--- src/rtl/ssr_pkg.sv ---
// package for the state sensor readings responder
package ssr_pkg;
  // handle values that never name a sensor, result codes, count limits and reset state values
  localparam logic [15:0] HANDLE_RSVD_LO = 16'h0000;
  localparam logic [15:0] HANDLE_RSVD_HI = 16'hFFFF;
  localparam logic [7:0]  RC_SUCCESS     = 8'h00;
  localparam logic [7:0]  RC_BAD_HANDLE  = 8'h80;
  localparam logic [3:0]  CNT_MIN        = 4'h1;
  localparam logic [3:0]  CNT_MAX        = 4'h8;
  localparam logic [7:0]  STATE_UNKNOWN  = 8'h00;
  localparam logic [7:0]  OPSTATE_RESET  = 8'h00;
  // request byte positions
  localparam logic [1:0]  REQ_HANDLE_LO  = 2'h0;
  localparam logic [1:0]  REQ_HANDLE_HI  = 2'h1;
  localparam logic [1:0]  REQ_REARM      = 2'h2;
  localparam logic [1:0]  REQ_RSVD       = 2'h3;
  // register offsets
  localparam logic [3:0]  A_STATUS       = 4'h0;
  localparam logic [3:0]  A_CLEAR        = 4'h1;
  localparam logic [3:0]  A_ENABLE       = 4'h2;
  localparam logic [3:0]  A_LHAND        = 4'h3;
  localparam logic [3:0]  A_HHAND        = 4'h4;
  // interrupt status bit positions and width
  localparam int          IRQ_DONE_BIT   = 0;
  localparam int          IRQ_BAD_BIT    = 1;
  localparam int          IRQ_W          = 2;

  typedef enum logic [2:0] {
    SSR_IDLE  = 3'b000,
    SSR_CODE  = 3'b001,
    SSR_COUNT = 3'b011,
    SSR_REC   = 3'b010,
    SSR_DONE  = 3'b110
  } ssr_state_t;
endpackage

--- src/rtl/ssr_responder.sv ---
// read-state-sensors command responder
//
// The strobed register port and the register addresses were left to the implementer.
`timescale 1ns/1ps
// Summary of operation
// handle 0 and all-ones never valid
// rearm bit n selects sub-sensor n
// set bit re-arms, clear leaves arming
// re-arm only below sub-sensor count
// response opens with result code
// count byte one to eight follows
// one record per sub-sensor, offset order
// record count fixed regardless of status
// record: operating, current, prior, event
// prior updates when current state changes
// unknown prior reports equal to current
// reserved request byte carries no meaning
module ssr_responder #(
  parameter logic [15:0] MY_HANDLE = 16'h0001,
  parameter logic [3:0]  SUB_COUNT = 4'h8
) (
  input  wire logic        sys_clk,
  input  wire logic        resetn,
  // request byte stream
  input  wire logic        req_valid,
  input  wire logic [7:0]  req_byte,
  input  wire logic        req_last,
  // response byte stream
  output logic             rsp_valid,
  output logic [7:0]       rsp_byte,
  output logic             rsp_last,
  // sensing side, one assessment per sub-sensor
  input  wire logic [7:0]  assess_valid,
  input  wire logic [63:0] assess_state,
  input  wire logic [7:0]  event_valid,
  input  wire logic [63:0] opstate_in,
  input  wire logic [7:0]  init_pulse,
  output logic [7:0]       rearm_pulse,
  output logic [7:0]       armed,
  // register port
  input  wire logic [3:0]  reg_addr,
  input  wire logic [7:0]  reg_wdata,
  input  wire logic        reg_wr,
  input  wire logic        reg_rd,
  output logic [7:0]       reg_rdata,
  output logic             irq
);
  ssr_pkg::ssr_state_t st_q, st_d;
  logic [1:0]  rx_idx_q;
  logic [15:0] handle_q;
  logic [7:0]  rearm_q;
  logic        req_done;
  logic [2:0]  rec_q;
  logic [1:0]  fld_q;
  logic [7:0]  cur_q   [8];
  logic [7:0]  prior_q [8];
  logic [7:0]  evt_q   [8];
  logic [7:0]  known_q;
  logic [7:0]  armed_q;
  localparam int IRQ_W_L = ssr_pkg::IRQ_W;
  logic [IRQ_W_L-1:0] sts_q, en_q;

  // reserved byte taken and ignored
  assign req_done = req_valid && req_last;

  // reserved handles never match
  wire handle_ok = (handle_q != ssr_pkg::HANDLE_RSVD_LO) &&
                   (handle_q != ssr_pkg::HANDLE_RSVD_HI) &&
                   (handle_q == MY_HANDLE);
  wire [3:0] cnt_eff = (SUB_COUNT > ssr_pkg::CNT_MAX) ? ssr_pkg::CNT_MAX :
                       (SUB_COUNT < ssr_pkg::CNT_MIN) ? ssr_pkg::CNT_MIN : SUB_COUNT;
  wire last_rec = ({1'b0, rec_q} == cnt_eff - 4'h1);

  // request capture
  always_ff @(posedge sys_clk or negedge resetn) begin
    if (!resetn) begin
      rx_idx_q <= 2'h0;
      handle_q <= 16'h0000;
      rearm_q  <= 8'h00;
    end else if (req_valid && st_q == ssr_pkg::SSR_IDLE) begin
      rx_idx_q <= req_last ? 2'h0 : rx_idx_q + 2'h1;
      case (rx_idx_q)
        ssr_pkg::REQ_HANDLE_LO: handle_q[7:0]  <= req_byte;
        ssr_pkg::REQ_HANDLE_HI: handle_q[15:8] <= req_byte;
        ssr_pkg::REQ_REARM:     rearm_q        <= req_byte;
        default: ;
      endcase
    end
  end

  // response sequencer
  always_comb begin
    st_d = st_q;
    case (st_q)
      ssr_pkg::SSR_IDLE:  if (req_done) st_d = ssr_pkg::SSR_CODE;
      ssr_pkg::SSR_CODE:  st_d = handle_ok ? ssr_pkg::SSR_COUNT : ssr_pkg::SSR_DONE;
      ssr_pkg::SSR_COUNT: st_d = ssr_pkg::SSR_REC;
      ssr_pkg::SSR_REC:   if (last_rec && fld_q == 2'h3) st_d = ssr_pkg::SSR_DONE;
      ssr_pkg::SSR_DONE:  st_d = ssr_pkg::SSR_IDLE;
      default:            st_d = ssr_pkg::SSR_IDLE;
    endcase
  end

  // record field order
  wire [7:0] op_b   = opstate_in[8*rec_q +: 8];
  wire [7:0] fld_b  = (fld_q == 2'h0) ? op_b :
                      (fld_q == 2'h1) ? cur_q[rec_q] :
                      (fld_q == 2'h2) ? prior_q[rec_q] : evt_q[rec_q];

  always_ff @(posedge sys_clk or negedge resetn) begin
    if (!resetn) begin
      st_q      <= ssr_pkg::SSR_IDLE;
      rec_q     <= 3'h0;
      fld_q     <= 2'h0;
      rsp_valid <= 1'b0;
      rsp_byte  <= 8'h00;
      rsp_last  <= 1'b0;
    end else begin
      st_q      <= st_d;
      rsp_valid <= 1'b0;
      rsp_last  <= 1'b0;
      case (st_q)
        // result code first
        ssr_pkg::SSR_CODE: begin
          rsp_valid <= 1'b1;
          rsp_byte  <= handle_ok ? ssr_pkg::RC_SUCCESS : ssr_pkg::RC_BAD_HANDLE;
          rsp_last  <= !handle_ok;
          rec_q     <= 3'h0;
          fld_q     <= 2'h0;
        end
        // count byte
        ssr_pkg::SSR_COUNT: begin
          rsp_valid <= 1'b1;
          rsp_byte  <= {4'h0, cnt_eff};
        end
        // fixed count, offset order
        ssr_pkg::SSR_REC: begin
          rsp_valid <= 1'b1;
          rsp_byte  <= fld_b;
          rsp_last  <= last_rec && fld_q == 2'h3;
          fld_q     <= fld_q + 2'h1;
          if (fld_q == 2'h3) rec_q <= rec_q + 3'h1;
        end
        default: ;
      endcase
    end
  end

  // per-sub-sensor state tracking
  genvar n;
  generate
    for (n = 0; n < 8; n++) begin : g_sub
      wire [7:0] new_s = assess_state[8*n +: 8];
      // re-arm bit n only below count
      wire rearm_n = (st_q == ssr_pkg::SSR_CODE) && handle_ok &&
                     rearm_q[n] && (n < cnt_eff);
      always_ff @(posedge sys_clk or negedge resetn) begin
        if (!resetn) begin
          cur_q[n]       <= ssr_pkg::STATE_UNKNOWN;
          prior_q[n]     <= ssr_pkg::STATE_UNKNOWN;
          evt_q[n]       <= ssr_pkg::STATE_UNKNOWN;
          known_q[n]     <= 1'b0;
          armed_q[n]     <= 1'b1;
          rearm_pulse[n] <= 1'b0;
        end else begin
          rearm_pulse[n] <= rearm_n;
          if (init_pulse[n]) begin
            known_q[n] <= 1'b0;
          end else if (assess_valid[n]) begin
            known_q[n] <= 1'b1;
            cur_q[n]   <= new_s;
            // unknown prior mirrors current
            if (!known_q[n]) prior_q[n] <= new_s;
            // prior takes old current on change
            else if (new_s != cur_q[n]) prior_q[n] <= cur_q[n];
            if (event_valid[n]) evt_q[n] <= new_s;
          end
          // event disarms until re-armed; event wins over re-arm
          if (assess_valid[n] && event_valid[n]) armed_q[n] <= 1'b0;
          else if (rearm_n) armed_q[n] <= 1'b1;
        end
      end
    end
  endgenerate
  assign armed = armed_q;

  // interrupts: done and bad-handle events
  wire [IRQ_W_L-1:0] ev;
  assign ev[ssr_pkg::IRQ_DONE_BIT] = (st_q == ssr_pkg::SSR_DONE);
  assign ev[ssr_pkg::IRQ_BAD_BIT]  = (st_q == ssr_pkg::SSR_CODE) && !handle_ok;
  wire wr_clr = reg_wr && reg_addr == ssr_pkg::A_CLEAR;
  wire [IRQ_W_L-1:0] clr = wr_clr ? reg_wdata[IRQ_W_L-1:0] : '0;
  wire [7:0] rd_mux = (reg_addr == ssr_pkg::A_STATUS) ? {6'h00, sts_q} :
                      (reg_addr == ssr_pkg::A_ENABLE) ? {6'h00, en_q} :
                      (reg_addr == ssr_pkg::A_LHAND)  ? MY_HANDLE[7:0] :
                      (reg_addr == ssr_pkg::A_HHAND)  ? MY_HANDLE[15:8] : 8'h00;

  always_ff @(posedge sys_clk or negedge resetn) begin
    if (!resetn) begin
      sts_q     <= '0;
      en_q      <= '0;
      reg_rdata <= 8'h00;
      irq       <= 1'b0;
    end else begin
      sts_q     <= (sts_q & ~clr) | ev;
      if (reg_wr && reg_addr == ssr_pkg::A_ENABLE) en_q <= reg_wdata[IRQ_W_L-1:0];
      reg_rdata <= reg_rd ? rd_mux : 8'h00;
      irq       <= |(((sts_q & ~clr) | ev) & en_q);
    end
  end

  // byte count of the response in flight; helper for the length check only
  logic [5:0] rsp_n_q;
  // last byte follows code, count and four bytes per record, less the last byte itself
  wire  [5:0] rsp_len_exp = {cnt_eff, 2'h0} + 6'h01;
  always_ff @(posedge sys_clk or negedge resetn) begin
    if (!resetn) begin
      rsp_n_q <= 6'h00;
    end else if (st_q == ssr_pkg::SSR_CODE) begin
      rsp_n_q <= 6'h00;
    end else if (rsp_valid) begin
      rsp_n_q <= rsp_n_q + 6'h01;
    end
  end

  // bad handle specific code
  a_bad_code: assert property (@(posedge sys_clk) disable iff (!resetn)
    (st_q == ssr_pkg::SSR_CODE && !handle_ok) |=> rsp_valid && rsp_byte == ssr_pkg::RC_BAD_HANDLE && rsp_last)
    else $error("bad handle not answered with 0x80");
  // count in range
  a_count_range: assert property (@(posedge sys_clk) disable iff (!resetn)
    (st_q == ssr_pkg::SSR_COUNT) |=> rsp_byte >= 8'h01 && rsp_byte <= 8'h08)
    else $error("count byte out of range");
  // reserved handles refused
  a_rsvd_handle: assert property (@(posedge sys_clk) disable iff (!resetn)
    (handle_q == 16'hFFFF || handle_q == 16'h0000) |-> !handle_ok)
    else $error("reserved handle accepted");
  // prior on change
  a_prior_upd: assert property (@(posedge sys_clk) disable iff (!resetn)
    (assess_valid[0] && !init_pulse[0] && known_q[0] && assess_state[7:0] != cur_q[0])
      |=> prior_q[0] == $past(cur_q[0]))
    else $error("prior state not updated");
  // unknown prior mirrors
  a_prior_unk: assert property (@(posedge sys_clk) disable iff (!resetn)
    (assess_valid[0] && !init_pulse[0] && !known_q[0]) |=> prior_q[0] == cur_q[0])
    else $error("unknown prior not equal to current");
  // set bit re-arms
  a_rearm_hit: assert property (@(posedge sys_clk) disable iff (!resetn)
    (st_q == ssr_pkg::SSR_CODE && handle_ok && rearm_q[0]) |=> rearm_pulse[0])
    else $error("re-arm bit ignored");
  // no re-arm above count
  a_rearm_lim: assert property (@(posedge sys_clk) disable iff (!resetn)
    (cnt_eff < 4'h8) |=> !rearm_pulse[7])
    else $error("re-arm beyond count");
  // one record length
  a_rec_len: assert property (@(posedge sys_clk) disable iff (!resetn)
    (st_q == ssr_pkg::SSR_COUNT && cnt_eff == 4'h1) |=> (rsp_valid && !rsp_last) [*4] ##1 rsp_last)
    else $error("record length wrong");
  // two records length
  a_rec_len2: assert property (@(posedge sys_clk) disable iff (!resetn)
    (st_q == ssr_pkg::SSR_COUNT && cnt_eff == 4'h2) |=> (rsp_valid && !rsp_last) [*8] ##1 (rsp_valid && rsp_last))
    else $error("two-record length wrong");
  // total response length
  a_rsp_total: assert property (@(posedge sys_clk) disable iff (!resetn)
    (rsp_valid && rsp_last && rsp_n_q != 6'h00) |-> rsp_n_q == rsp_len_exp)
    else $error("response length does not match count");
  // clear bit leaves arming
  a_rearm_none: assert property (@(posedge sys_clk) disable iff (!resetn)
    (st_q == ssr_pkg::SSR_CODE && !rearm_q[1]) |=> !rearm_pulse[1])
    else $error("re-arm without mask bit");
  // bad handle no re-arm
  a_rearm_bad: assert property (@(posedge sys_clk) disable iff (!resetn)
    (st_q == ssr_pkg::SSR_CODE && !handle_ok) |=> rearm_pulse == 8'h00)
    else $error("re-arm on bad handle");
  // event disarms sensor
  a_evt_disarm: assert property (@(posedge sys_clk) disable iff (!resetn)
    (assess_valid[0] && event_valid[0]) |=> !armed[0])
    else $error("event did not disarm");
  // event state captured
  a_evt_state: assert property (@(posedge sys_clk) disable iff (!resetn)
    (assess_valid[0] && event_valid[0] && !init_pulse[0]) |=> evt_q[0] == $past(assess_state[7:0]))
    else $error("event state not captured");
  // code byte first
  a_code_first: assert property (@(posedge sys_clk) disable iff (!resetn)
    (st_q == ssr_pkg::SSR_CODE) |=> rsp_valid && (rsp_byte == ssr_pkg::RC_SUCCESS || rsp_byte == ssr_pkg::RC_BAD_HANDLE))
    else $error("response does not open with a code");
  // records back to back
  a_rsp_b2b: assert property (@(posedge sys_clk) disable iff (!resetn)
    (st_q == ssr_pkg::SSR_REC) |=> rsp_valid)
    else $error("gap inside the records");
  // response ends cleanly
  a_last_once: assert property (@(posedge sys_clk) disable iff (!resetn)
    (rsp_valid && rsp_last) |=> !rsp_valid)
    else $error("byte after the last one");
  // interrupt level follows status
  a_irq_level: assert property (@(posedge sys_clk) disable iff (!resetn)
    (en_q == $past(en_q)) |-> irq == |(sts_q & en_q))
    else $error("interrupt level wrong");
  // status sticky, set wins
  a_sts_sticky: assert property (@(posedge sys_clk) disable iff (!resetn)
    (ev != '0) |=> (sts_q & $past(ev)) == $past(ev))
    else $error("status event lost");
  // read data idle at zero
  a_rdata_idle: assert property (@(posedge sys_clk) disable iff (!resetn)
    !reg_rd |=> reg_rdata == 8'h00)
    else $error("read data without a read");
endmodule

--- config.mk ---
export PLATFORM = sky130hd
export DESIGN_NAME = ssr_responder
export DESIGN_NICKNAME = d
export VERILOG_FILES = /design/src/rtl/ssr_pkg.sv /design/src/rtl/ssr_responder.sv
export SDC_FILE = /design/constraint.sdc
export NUM_CORES = 1
export LEC_CHECK = 0
export ABC_CLOCK_PERIOD_IN_PS = 5800
export BUFFER_PORTS_ARGS = -buffer_cell sky130_fd_sc_hd__clkbuf_2
export CAP_MARGIN = 30
export CORE_ASPECT_RATIO = 1.5
export CORE_MARGIN = 4
export CORE_UTILIZATION = 62
export CTS_CLUSTER_DIAMETER = 50
export DETAILED_ROUTE_END_ITERATION = 8
export GPL_TIMING_DRIVEN = 0
export PLACE_DENSITY = 0.86
export SLEW_MARGIN = 40
export SYNTH_ARGS = -nofsm -noshare
export SYNTH_HDL_FRONTEND = slang
export SYNTH_SLANG_ARGS = --single-unit
export TNS_END_PERCENT = 30
--- constraint.sdc ---
create_clock -name sys_clk -period 5.8 [get_ports sys_clk]
set_clock_uncertainty 0.1 [all_clocks]
set_input_delay 0.29 -clock sys_clk [delete_from_list [all_inputs] [get_ports sys_clk]]
set_output_delay 0.29 -clock sys_clk [all_outputs]
set_load 0.02 [all_outputs]
==> results of run 1 <==
-- state kept, by name (all words and copies together), names as in the netlist, 8 cells and up --
name	count
cur_q	64
evt_q	64
prior_q	64
handle_q	16
armed	8
known_q	8
rearm_pulse	8
rearm_q	8
rsp_byte	8
-- report_power, final --
| group | switching, uW | internal (uW) |
|---|---|---|
| sequential | 386 | 2270 |
| combinational | 1330 | 1200 |
| clock | 767 | 898 |
| total | 2480 | 4370 |
-- metal layers --
metal	vias to the layer above	share of wire	GRT usage
li1	4575	-	-
met1	5339	0.33	0.398
met2	569	0.51	0.618
met3	199	0.073	0.0699
met4	8	0.086	0.248
met5	-	0.0012	0
-- Yosys cell counts (11+ instances only) --
cell type	instances
nor2_1	28
clkbuf_1	21
mux4_2	30
xor2_1	38
o21ai_0	11
xnor2_1	26
a22oi_1	18
mux2i_1	66
nor4_1	12
buf_4	17
nand3_1	30
nor2b_1	23
a2bb2oi_1	11
dfrtp_1	259
buf_2	11
mux2_2	279
nand2_1	60
a21oi_1	11
-- cell type report --
class	count	area [sq um]
clock inverter	15	111
inverter	7	26.3
fill	1255	4530
timing repair buffer	316	2230
multi-input combinational	732	6860
clock buffer	35	726
buffer	52	280
tap	272	340
sequential	267	6690
-- timing repair --
item / 4_1_cts / 5_1_grt
hold endpoints to repair: 391 / 0
hold buffers: 112 / 0
resized for setup: 0 / 0
setup buffers: 0 / 0
-- stage by stage --
| stage | cell area, sq um | TNS [ps] |
|---|---|---|
| 4_1_cts | 17300 | 0 |
| 2_1_floorplan | 13900 | 0 |
| 3_5_place_dp | 15300 | 0 |
| 5_1_grt | 17300 | 0 |
| 6_report | 17300 | 0 |
| 3_3_place_gp | 15200 | -265240 |
-- worst paths after layout --
path / endpoint / slack, ps / depth (start not counted) / start
max in group asynchronous: armed[7]$_DFFE_PN1P_ / 4580 / 4 / resetn
hold / removal: cur_q[10]$_DFFE_PN0P_ / 20 / 2 / assess_state[50]
hold reg to reg: prior_q[13]$_DFFE_PN0P_ / 400 / 1 / prior_q[13]$_DFFE_PN0P_
setup reg to reg: armed[6]$_DFFE_PN1P_ / 2710 / 6 / handle_q[2]$_DFFE_PN0P_
setup / recovery: armed[6]$_DFFE_PN1P_ / 2710 / 6 / handle_q[2]$_DFFE_PN0P_
min in group asynchronous: known_q[4]$_DFFE_PN0P_ / 90 / 2 / resetn
-- logic make-up (layout without fill, tap and decap cells) --
| family | Yosys count | count (layout) | synth area share |
|---|---|---|---|
| compound gates | 93 | 93 | 0.0527 |
| xor+xnor | 64 | 64 | 0.0405 |
| fa+ha+maj | 9 | 9 | 0.00814 |
| buf+inv | 59 | 425 | 0.0222 |
| flops | 267 | 267 | 0.484 |
| mux | 377 | 377 | 0.327 |
| other cells | 1 | 6 | 0.000271 |
| simple gates | 183 | 183 | 0.0652 |
-- worst max-delay path, cell delays in order, from the launching register on --
cell and delay, ps:
dfrtp_1 370, nor4_1 410, and4_1 380, nor2b_1 600
and2_1 380, a2bb2oi_1 200, dlygate4sd3_1 570
==> results.txt, run 1 <==
* Result of the run: finished clean
- The count of cells in the finished layout, fillers not included, comes to 1696.
- Number of input and output port buffers inserted: 200
* Number of nets in the final layout: around 1600
* Leakage power figure: 0.00765 uW
* Clock insertion delay at the later pin of the skew report: between 500 and 600 ps
- Routability cong.: about 0.95
- Area of the core region: about 22000 sq um
- At the end of the flow the core is filled with cells to 0.792.
- The detailed router finished its first iteration with between 900 and 1000 violations.
- The cell count after synthesis came out at 1053.
- Clk pin slew, worst setup/hold paths: 60 ps
* GRT overflow: 0
* Fraction of layout cells with a size suffix above 1: 0.426
* Max Cap Violations: 0
- Power per cell area: roughly 400 nW/um^2
- The die is about 190 um tall.
* Worst hold margin: around 20 ps
- Number of primary I/O pins: 213
- Via count of the first global-routing pass: between 10000 and 15000
- Sink Count: between 200 and 300
* Final number of setup-violating endpoints: 0
- Crit path setup slack, layout: around 2700 ps
* Cell count after placement: about 1500
- Number of flops mapped to enable cells by yosys: 0
- In this run the number of H-tree levels came out at 1.
* Fraction of synthesized cell area taken by the top area cell type: 0.468
- Summing over every cut layer, the via total after detailed routing is around 11000.
- Timing would allow up to between 300 and 400 MHz.
- The final number of hold-violating endpoints is 0.
* Layout-stage area growth over the synthesis result: 24.8%
* Crit path max fanout: 8
- In the layout the commonest cells are 279 x mux2_2, 259 x dfrtp_1, 199 x clkbuf_2.
* Chip width: approximately 130 um
* Cell variety after synth: 53
- Fin. max-slew vios: 0
- Final ANT Viol Nets: 0
* Post-synthesis instance area: about 14000 sq um
- Final worst-path cycle share: 0.532
- dfrtp_1 takes more of the synthesized area than any other cell.
- Entering global routing, the biggest net connects 71 pins.
- Launching element type of the critical path: register
- IR analysis of the VDD net gives a maximum drop of between 0.3 and 0.4 mV.
- The initial antenna violation count is 4.
- STA classifies the critical path endpoint as a register.
* Arrival time reported for the critical path endpoint: roughly 3500 ps
* Residual DRC count: 0
* Clock period minus worst slack: 3090 ps
- Via-per-instance ratio: roughly 6.3
* Drt wl/cell: 26.0 um
* Hpwl dp: about 31 mm
- Site Rows: between 60 and 70
* Maximum root-to-sink buffer count: 3
- Hold crit path type: input pin to register
- In the synthesized netlist the async set-or-reset flop fraction comes to 1.00.
- Tightest Pin Transition: ~740 ps
- The share of the Yosys chip area taken by registers is 0.484.
* Critical path required time: 6180 ps
* Initial standard-cell utilization of the core: 0.635
- Clock tree from TritonCTS: done
- The die covers roughly 25000 sq um.
* Leading post-synthesis cells by cell area: dfrtp_1 47%, mux2_2 23%, mux4_2 4.9%, mux2i_1 4.8%, xor2_1 2.4%
- Wires add up to about 44 mm.
* DR pass1 iterations: 7
* Primary FF master, synth: dfrtp_1
* Number of CTS-inserted buffers: 27
- Setup repair after global routing left no endpoint under its margin.
- The design draws between 6000 and 7000 uW.
* Path type of the worst setup path: register to register
* Global-route wire length before repair: approximately 66 mm
- Leaving out fill and tap cells, the most frequent cell in the layout is mux2_2.
- Post-placement worst setup slack: roughly 3300 ps
* Post-synthesis register bit count: approximately 270
* Number of antenna repair diodes: 0
* Headroom to the max-slew limit: 0.503
* Syn. warnings: 0
- Mean post-synth cell area: around 13 sq um
* Global-route usage over all layers: 0.360
* Root Buffer: clkbuf_16
(Power assumes the default switching activity.)
==> run 2, diff against run 1 <==
Settings changed: ABC_AREA from default to 1, ABC_CLOCK_PERIOD_IN_PS 5800 to 3000, CORE_UTILIZATION 62 to 58, PLACE_DENSITY 0.86 to 0.81.
Clock period 5.8 ns to 3 ns, I/O delays scaled along.
==> run 2 against run 1 <==
Compared with the run above:
- critical path depth rose by 3
- synthesized cell count rose by 69%
- flip-flop and latch count unchanged
- global-route usage grew 3.1 points
- power is 110% higher
- sequential power up 81%
- critical path type unchanged
==> results.txt, run 2 <==
- Fraction of layout cells with a size suffix above 1: 0.163 (was 0.426)
- Endpoint class of the critical path: register (unchanged)
- Origin of the worst min-delay path: event_valid[3] (was assess_state[50])
* Quantity of gates resized following cts: 0 (unchanged)
* Unrepaired setup endpoints after global routing: false (unchanged)
- Top flop regs: cur_q x64, evt_q x64, prior_q x64 (unchanged).
- The growth of design area from synthesis to finish was 26.6% (was 24.8%).
- Initial standard-cell utilization of the core: 0.587 (was 0.635)
* Drt wl/cell: 21.3 um (was 26.0 um)
- Number of standard cells after synthesis: 1777 (was 1053)
- The power per unit of standard cell area came to 801 nW/um^2 (was 397 nW/um^2).
- The arrival time at the worst endpoint was 2750 ps (was 3460 ps).
* Worst R2R Setup Slack: 580 ps (was 2710 ps)
- Via count of the first global-routing pass: 14900 (was 11400)
- The highest attainable clock frequency came to 413 MHz (was 324 MHz).
* Post-placement worst setup slack: 751 ps (was 3330 ps)
- The HPWL after detailed placement came to 37.0 mm (was 31.5 mm).
* Worst IR drop on VDD: 0.692 mV (was 0.323 mV)
- The worst slew slack as a fraction of its limit came to 0.390 (was 0.503).
* Post-CTS setup-driven buffer insertion count: 0 (unchanged)
* Primary FF master, synth: dfrtp_1 (unchanged)
- The required arrival time at the worst endpoint came to 3330 ps (was 6180 ps).
- Filler instances: 1800 (was 1255)
- DIE AREA: 26500 sq um (was 24800 sq um)
- CP peak stage delay: 690 ps (was 600 ps)
- Reg2Reg Launch Point: rec_q[0]$_DFFE_PN0P_ (was handle_q[2]$_DFFE_PN0P_)
- The standard cell core area came to 23700 sq um (was 21800 sq um).
* Pin count of the biggest net entering global routing: 71 (unchanged)
- Root Buffer: clkbuf_16 (unchanged)
- Number of CTS-inserted buffers: 28 (was 27)
* Routability cong.: 1.01 (was 0.946)
* Number of primary I/O pins: 213 (unchanged)
- Worst path most repeated cell: nand3_1
- The critical path startpoint category is a register (unchanged).
- Mean post-synth cell area: 7.82 sq um (was 13.1 sq um)
* Post-synthesis instance area: 13900 sq um (was 13800 sq um)
- The final-report max-slew violation count was 0 (unchanged).
- Die height: 198 um (was 191 um)
- The clock sink count came to 267 (unchanged).
* Cell types with the highest counts after synthesis: 411 x nand2_1, 328 x o21ai_0, 259 x dfrtp_1 (was 279 x mux2_2, 259 x dfrtp_1, 66 x mux2i_1)
- The DRC violation count after routing was 0 (unchanged).
- Hold Path Sink: evt_q[32]$_DFFE_PN0P_ (was cur_q[10]$_DFFE_PN0P_)
- Cell count after placement: 2305 (was 1534)
* Area taken by multi-input logic gates: 6030 sq um (was 6860 sq um)
- Hold crit path type: input pin to register (unchanged)
* Cell variety after synth: 43 (was 53)
- Final ANT Viol Nets: 0 (unchanged)
- Slowest library cell on the worst path: clkbuf_1 (was nor2b_1)
- Leading post-synthesis cells by cell area: dfrtp_1 47%, o21ai_0 12%, nand2_1 11%, inv_1 4.6%, nand3_1 4.0% (was dfrtp_1 47%, mux2_2 23%, mux4_2 4.9%, mux2i_1 4.8%, xor2_1 2.4%).
- Setup total negative slack: 0 ps (unchanged)
- The via count of the routed design is 14800 (was 10700).
* Share of synthesized area occupied by flip-flops and latches: 0.482 (was 0.484)
- Commonest cells after routing, fill and taps aside: 411 x nand2_1, 328 x o21ai_0, 259 x dfrtp_1 (was 279 x mux2_2, 259 x dfrtp_1, 199 x clkbuf_2).
- The kind of critical path is register to register (unchanged).
- The final setup violation count was 0 (unchanged).
* Most common cell after layout, fill and taps aside: nand2_1 (was mux2_2)
- The depth of the worst register-to-register path is 9 (was 6).
- Number of nets in the final layout: 2323 (was 1590)
- Number of DRC markers in iteration 0: 1457 (was 976)
* DR pass1 iterations: 6 (was 7)
- Number of input and output port buffers inserted: 200 (unchanged)
- The post-route fraction of the period consumed by the critical path was 0.806 (was 0.532).
- Clock period minus worst slack: 2420 ps (was 3090 ps)
- Tightest Pin Transition: 915 ps (was 745 ps)
- Critical Path, Cell by Cell: buf_6 > clkbuf_1 > o21ai_0 > nand3_1 > nand2_1 > nand2_1 > nand3_1 > nand3_1 > o21ai_0 (was nor4_1 > and4_1 > nor2b_1 > and2_1 > a2bb2oi_1 > dlygate4sd3_1).
- Site Rows: 69 (was 66)
- Fraction of synthesized cell area taken by the top area cell type: 0.466 (was 0.468)
- Result of the run: finished clean (unchanged)
- The initial antenna violation count was 2 (was 4).
* Syn. warnings: 0 (unchanged)
* Global-route usage over all layers: 0.391 (was 0.360)
* Clock H-tree levels: 1 (unchanged)
- Global-route wire length before repair: 80.4 mm (was 66.5 mm)
* Max Cap Violations: 0 (unchanged)
* Number of flops mapped to enable cells by yosys: 0 (unchanged)
- The aggregate routed wire length was 52.8 mm (was 44.1 mm).
- The share of flip-flops with an asynchronous set or reset is 1.00 (unchanged).
- The clock latency at the later pin of the worst-skew pair was 550 ps (was 540 ps).
* Maximum root-to-sink buffer count: 3 (unchanged)
- The final non-filler cell total came to 2477 (was 1696).
- Sequential Area: 6690 sq um (unchanged)
* Cell with the most instances after synthesis: nand2_1 (was mux2_2)
- The clock input transition at the sequential cells of the worst setup and hold paths was 60 ps (about the same).
- The cell taking the most area after synthesis is dfrtp_1 (unchanged).
- Via-per-instance ratio: 5.97 (was 6.30)
- The total leakage power is 0.00852 uW (was 0.00765 uW).
- The post-layout worst setup margin was 581 ps (was 2710 ps).
- The final number of hold-violating endpoints is 0 (unchanged).
* GRT overflow: 0 (unchanged)
- The synthesized flop and latch total was 267 (unchanged).
- Crit path max fanout: 10 (was 8)
- The die outline width came to 134 um (was 130 um).
- Capturing point of the worst reg2reg path: rsp_byte[3]$_DFFE_PN0P_ (was armed[6]$_DFFE_PN1P_)
- The cell depth of the worst hold path is 4 (was 2).
- The TritonCTS clock tree was done (unchanged).
[run 2: worst max-delay path, delay by kind of cell (launching register included)]
| kind | cells | cell delay (ps) |
|---|---|---|
| flops | 1 | 370 |
| simple gates | 5 | 530 |
| buf+inv | 2 | 830 |
| compound gates | 2 | 450 |
[run 2: where the power goes]
group          internal (uW)  leakage, uW  total [uW]  switching (uW)
combinational           1760      0.00481        5670            3910
sequential              4310      0.00325        4810             501
clock                   2140     0.000458        3610            1470
[run 2: worst max path at each step]
stage | from | to | slack (ps) | cells after the start
6_report | rec_q[0]$_DFFE_PN0P_ | rsp_byte[3]$_DFFE_PN0P_ | 580 | 9
5_1_grt | st_q[0]$_DFFE_PN0P_ | armed[0]$_DFFE_PN1P_ | 490 | 9
4_1_cts | st_q[0]$_DFFE_PN0P_ | armed[1]$_DFFE_PN1P_ | 690 | 9
3_5_place_dp | rec_q[0]$_DFFE_PN0P_ | rsp_byte[3]$_DFFE_PN0P_ | 750 | 9
3_3_place_gp | resetn | handle_q[0]$_DFFE_PN0P_ | -3660 | 1
2_1_floorplan | fld_q[0]$_DFFE_PN0P_ | rsp_byte[7]$_DFFE_PN0P_ | 1400 | 10
[run 2: final cells by class]
| class | instances | share of cell area |
|---|---|---|
| sequential | 267 | 0.381 |
| multi-input combinational | 1248 | 0.343 |
| buffer | 90 | 0.0297 |
| timing repair buffer | 324 | 0.132 |
| inverter | 177 | 0.0381 |
| clock buffer | 42 | 0.0463 |
| tap | 319 | 0.0227 |
| clock inverter | 8 | 0.00776 |
| antenna | 2 | 0.000285 |
[run 2: cell families (layout without fill, tap and decap cells)]
family	count (synthesis)	after routing	share of synthesized area
XOR/XNOR	23	23	0.0145
buffers and inverters	267	641	0.0858
multiplexers	10	10	0.00810
flip-flops	267	267	0.482
adder cells (fa/ha/maj)	9	9	0.00810
AO/OA/AOI/OAI	519	519	0.199
AND/OR/NAND/NOR	681	681	0.202
other	1	8	0.000270
[run 2: through the flow]
step           cell area, sq um  power (uW)   util  hold WS [ps]
5_1_grt                   17600       14700  0.743          55.8
6_report                  17600       14100  0.743          22.6
3_3_place_gp              15300        9920  0.647           201
4_1_cts                   17600       13800  0.743          4.29
2_1_floorplan             13900        7950      -          -246
3_5_place_dp              15400       10100  0.652         -75.2
[run 2: what timing repair did]
item | in CTS | in global routing
setup endpoints to repair | 0 | 0
hold buffers | 120 | 0
endpoints found under the hold margin | 323 | 0
[run 2: per-layer routing]
layer / vias up / global-route usage / part of all wire
met5: - / 0 / 0
met4: 0 / 0.270 / 0.085
met3: 298 / 0.0711 / 0.078
met2: 923 / 0.658 / 0.48
met1: 6944 / 0.453 / 0.35
li1: 6628 / - / -
==> run 3, diff against run 2 <==
Settings changed: ABC_CLOCK_PERIOD_IN_PS 3000 to 2350.
Clock period 3 ns to 2.35 ns, I/O delays scaled along.
==> run 3 against run 2 <==
Compared with the run above:
- combinational power grew 29%
- global-route usage up 0.24 points
- count of clock-buffer cells in the layout unchanged
- highest routed layer is now met5
- die area is the same
- critical endpoint is now armed[2]$_DFFE_PN1P_
- flip-flop and latch count unchanged
==> results.txt, run 3 (synthesized netlist as in run 2, its figures left out) <==
- Core occupancy in the finished layout: 0.748 (was 0.743)
- The total leakage power came to 0.00857 uW (was 0.00852 uW).
- DR pass1 iterations: 8 (was 6)
* Initial antenna violation count: 3 (was 2)
- Via count of the first global-routing pass: 15100 (was 14900)
- Critical path required time: 2740 ps (was 3330 ps)
- The sort of element at the end of the critical path was a register (unchanged).
* Unrepaired setup endpoints after global routing: true (was false)
* Filler instances: 1767 (was 1800)
- The HPWL after detailed placement was 37.0 mm (unchanged).
- The type of the most critical hold path is input pin to asynchronous set/reset pin (was input pin to register).
* Headroom to the max-slew limit: 0.414 (was 0.390)
* Clock tree from TritonCTS: done (unchanged)
* Fraction of layout cells with a size suffix above 1: 0.167 (was 0.163)
* Top flop regs: cur_q x64, evt_q x64, prior_q x64 (unchanged)
- The mean routed wirelength per cell came to 21.4 um (was 21.3 um).
* Root Buffer: clkbuf_16 (unchanged)
- The maximum number of pins on one net before global-route repair was 71 (unchanged).
* Clock H-tree levels: 1 (unchanged)
- Result of the run: finished clean (unchanged)
- GRT overflow: 0 (unchanged)
* Layout-stage area growth over the synthesis result: 27.3% (was 26.6%)
* Initial standard-cell utilization of the core: 0.587 (unchanged)
- The final-report max-slew violation count came to 0 (unchanged).
- Final ANT Viol Nets: 0 (unchanged)
* Final number of setup-violating endpoints: 0 (unchanged)
- The kind of critical path was register to register (unchanged).
- The DRC violation count after routing is 0 (unchanged).
- Commonest cells after routing, fill and taps aside: 410 x nand2_1, 328 x o21ai_0, 259 x dfrtp_1 (was 411 x nand2_1, 328 x o21ai_0, 259 x dfrtp_1).
* Power per cell area: 1020 nW/um^2 (was 801 nW/um^2)
- Sequential Area: 6690 sq um (unchanged)
- Routability cong.: 1.01 (unchanged)
- The number of clock buffers inserted by TritonCTS came to 28 (unchanged).
- The arrival time at the worst endpoint is 2670 ps (was 2750 ps).
* Site Rows: 69 (unchanged)
- The area occupied by multi-input gates came to 6060 sq um (was 6030 sq um).
- The clock sink count was 267 (unchanged).
- The final non-filler cell total is 2483 (was 2477).
* Clk pin slew, worst setup/hold paths: 70 ps (was 60 ps)
- The post-route fraction of the period consumed by the critical path was 0.969 (was 0.806).
* Final hold violations: 0 (unchanged)
- The leading cell type in the layout, fill and taps excluded was nand2_1 (unchanged).
* Cell count after placement: 2305 (unchanged)
* Tightest Pin Transition: 879 ps (was 915 ps)
- The worst supply voltage drop on vdd is 0.872 mV (was 0.692 mV).
- The largest fanout on the critical path was 9 (was 10).
* Max Cap Violations: 0 (unchanged)
* Maximum root-to-sink buffer count: 3 (unchanged)
- Maximum clock rate: 439 MHz (was 413 MHz)
- Launching element type of the critical path: register (unchanged)
- The number of ports placed on the die boundary came to 213 (unchanged).
- The via count of the routed design was 14900 (was 14800).
- Final total power: 18000 uW (was 14100 uW)
* Global-route wire length before repair: 81.1 mm (was 80.4 mm)
- The minimum clock period came to 2280 ps (was 2420 ps).
- The average via count per standard cell is 6.00 (was 5.97).
- Global-route usage over all layers: 0.394 (was 0.391)
- The aggregate routed wire length is 53.2 mm (was 52.8 mm).
- Chip width: 134 um (unchanged)
* Die height: 198 um (unchanged)
- The number of port buffers was 200 (unchanged).
- Number of nets in the final layout: 2329 (was 2323)
- The detailed router's first-iteration violation count was 1504 (was 1457).
- Area of the core region: 23700 sq um (unchanged)
* DIE AREA: 26500 sq um (unchanged)
* Clock insertion delay at the later pin of the skew report: 550 ps (about the same)
run 3: layout make-up:
cell class                      count  area share
Timing Repair Buffer              330       0.134
Clock buffer                       42      0.0461
Inverter                          177      0.0381
Clock inverter                      8     0.00771
Antenna cell                        2    0.000283
Sequential cell                   267       0.378
Tap cell                          319      0.0226
Multi-Input combinational cell   1248       0.343
Buffer                             90      0.0297
run 3: routing by layer:
layer	vias to the layer above	part of all wire	routed length (um)	track usage
met5	-	0.00056	30	0
met4	2	0.081	4300	0.268
met3	305	0.077	4090	0.0721
met2	947	0.49	25900	0.663
met1	7009	0.36	18900	0.456
li1	6637	-	-	-
run 3: timing repair:
item | CTS | global route
buffers inserted | 0 | 2
hold buffers | 124 | 0
endpoints found under the setup margin | 0 | 9
hold endpoints to repair | 326 | 0
resized for setup | 0 | 16
run 3: metrics by stage:
step	setup TNS [ps]	cell area (sq um)	worst slack, ps	hold WS (ps)
detailed placement	0	15400	101	-108
global placement	-1121820	15300	-4280	168
floorplan	0	13900	748	-278
finish	0	17700	73.6	30.4
CTS	0	17600	41.3	4.70
global route	-42.0	17700	-22.3	30.0
run 3: final timing paths:
check	start	end	slack, ps	cells past startpoint
max	handle_q[1]$_DFFE_PN0P_	armed[2]$_DFFE_PN1P_	70	10
min	resetn	armed[0]$_DFFE_PN1P_	30	2
max reg2reg	handle_q[1]$_DFFE_PN0P_	armed[2]$_DFFE_PN1P_	70	10
min reg2reg	rsp_byte[7]$_DFFE_PN0P_	rsp_byte[7]$_DFFE_PN0P_	380	2
max in group asynchronous	resetn	handle_q[0]$_DFFE_PN0P_	1110	5
min in group sys_clk	opstate_in[43]	rsp_byte[3]$_DFFE_PN0P_	50	7
run 3: report_power, final:
part	switching, uW	total, uW	leakage [uW]	internal [uW]
Clock	1870	4590	0.000458	2730
Combinational	5050	7300	0.00486	2250
Sequential	647	6150	0.00325	5510
run 3: worst max-delay path: stages, from the launching register on:
cell,delay (ps)
dfrtp_1,380
inv_1,100
nand4_1,110
nor2_1,180
nand2_2,120
nor2_4,150
inv_6,90
nor2_2,200
nor2_1,90
a21oi_1,130
dlygate4sd3_1,570
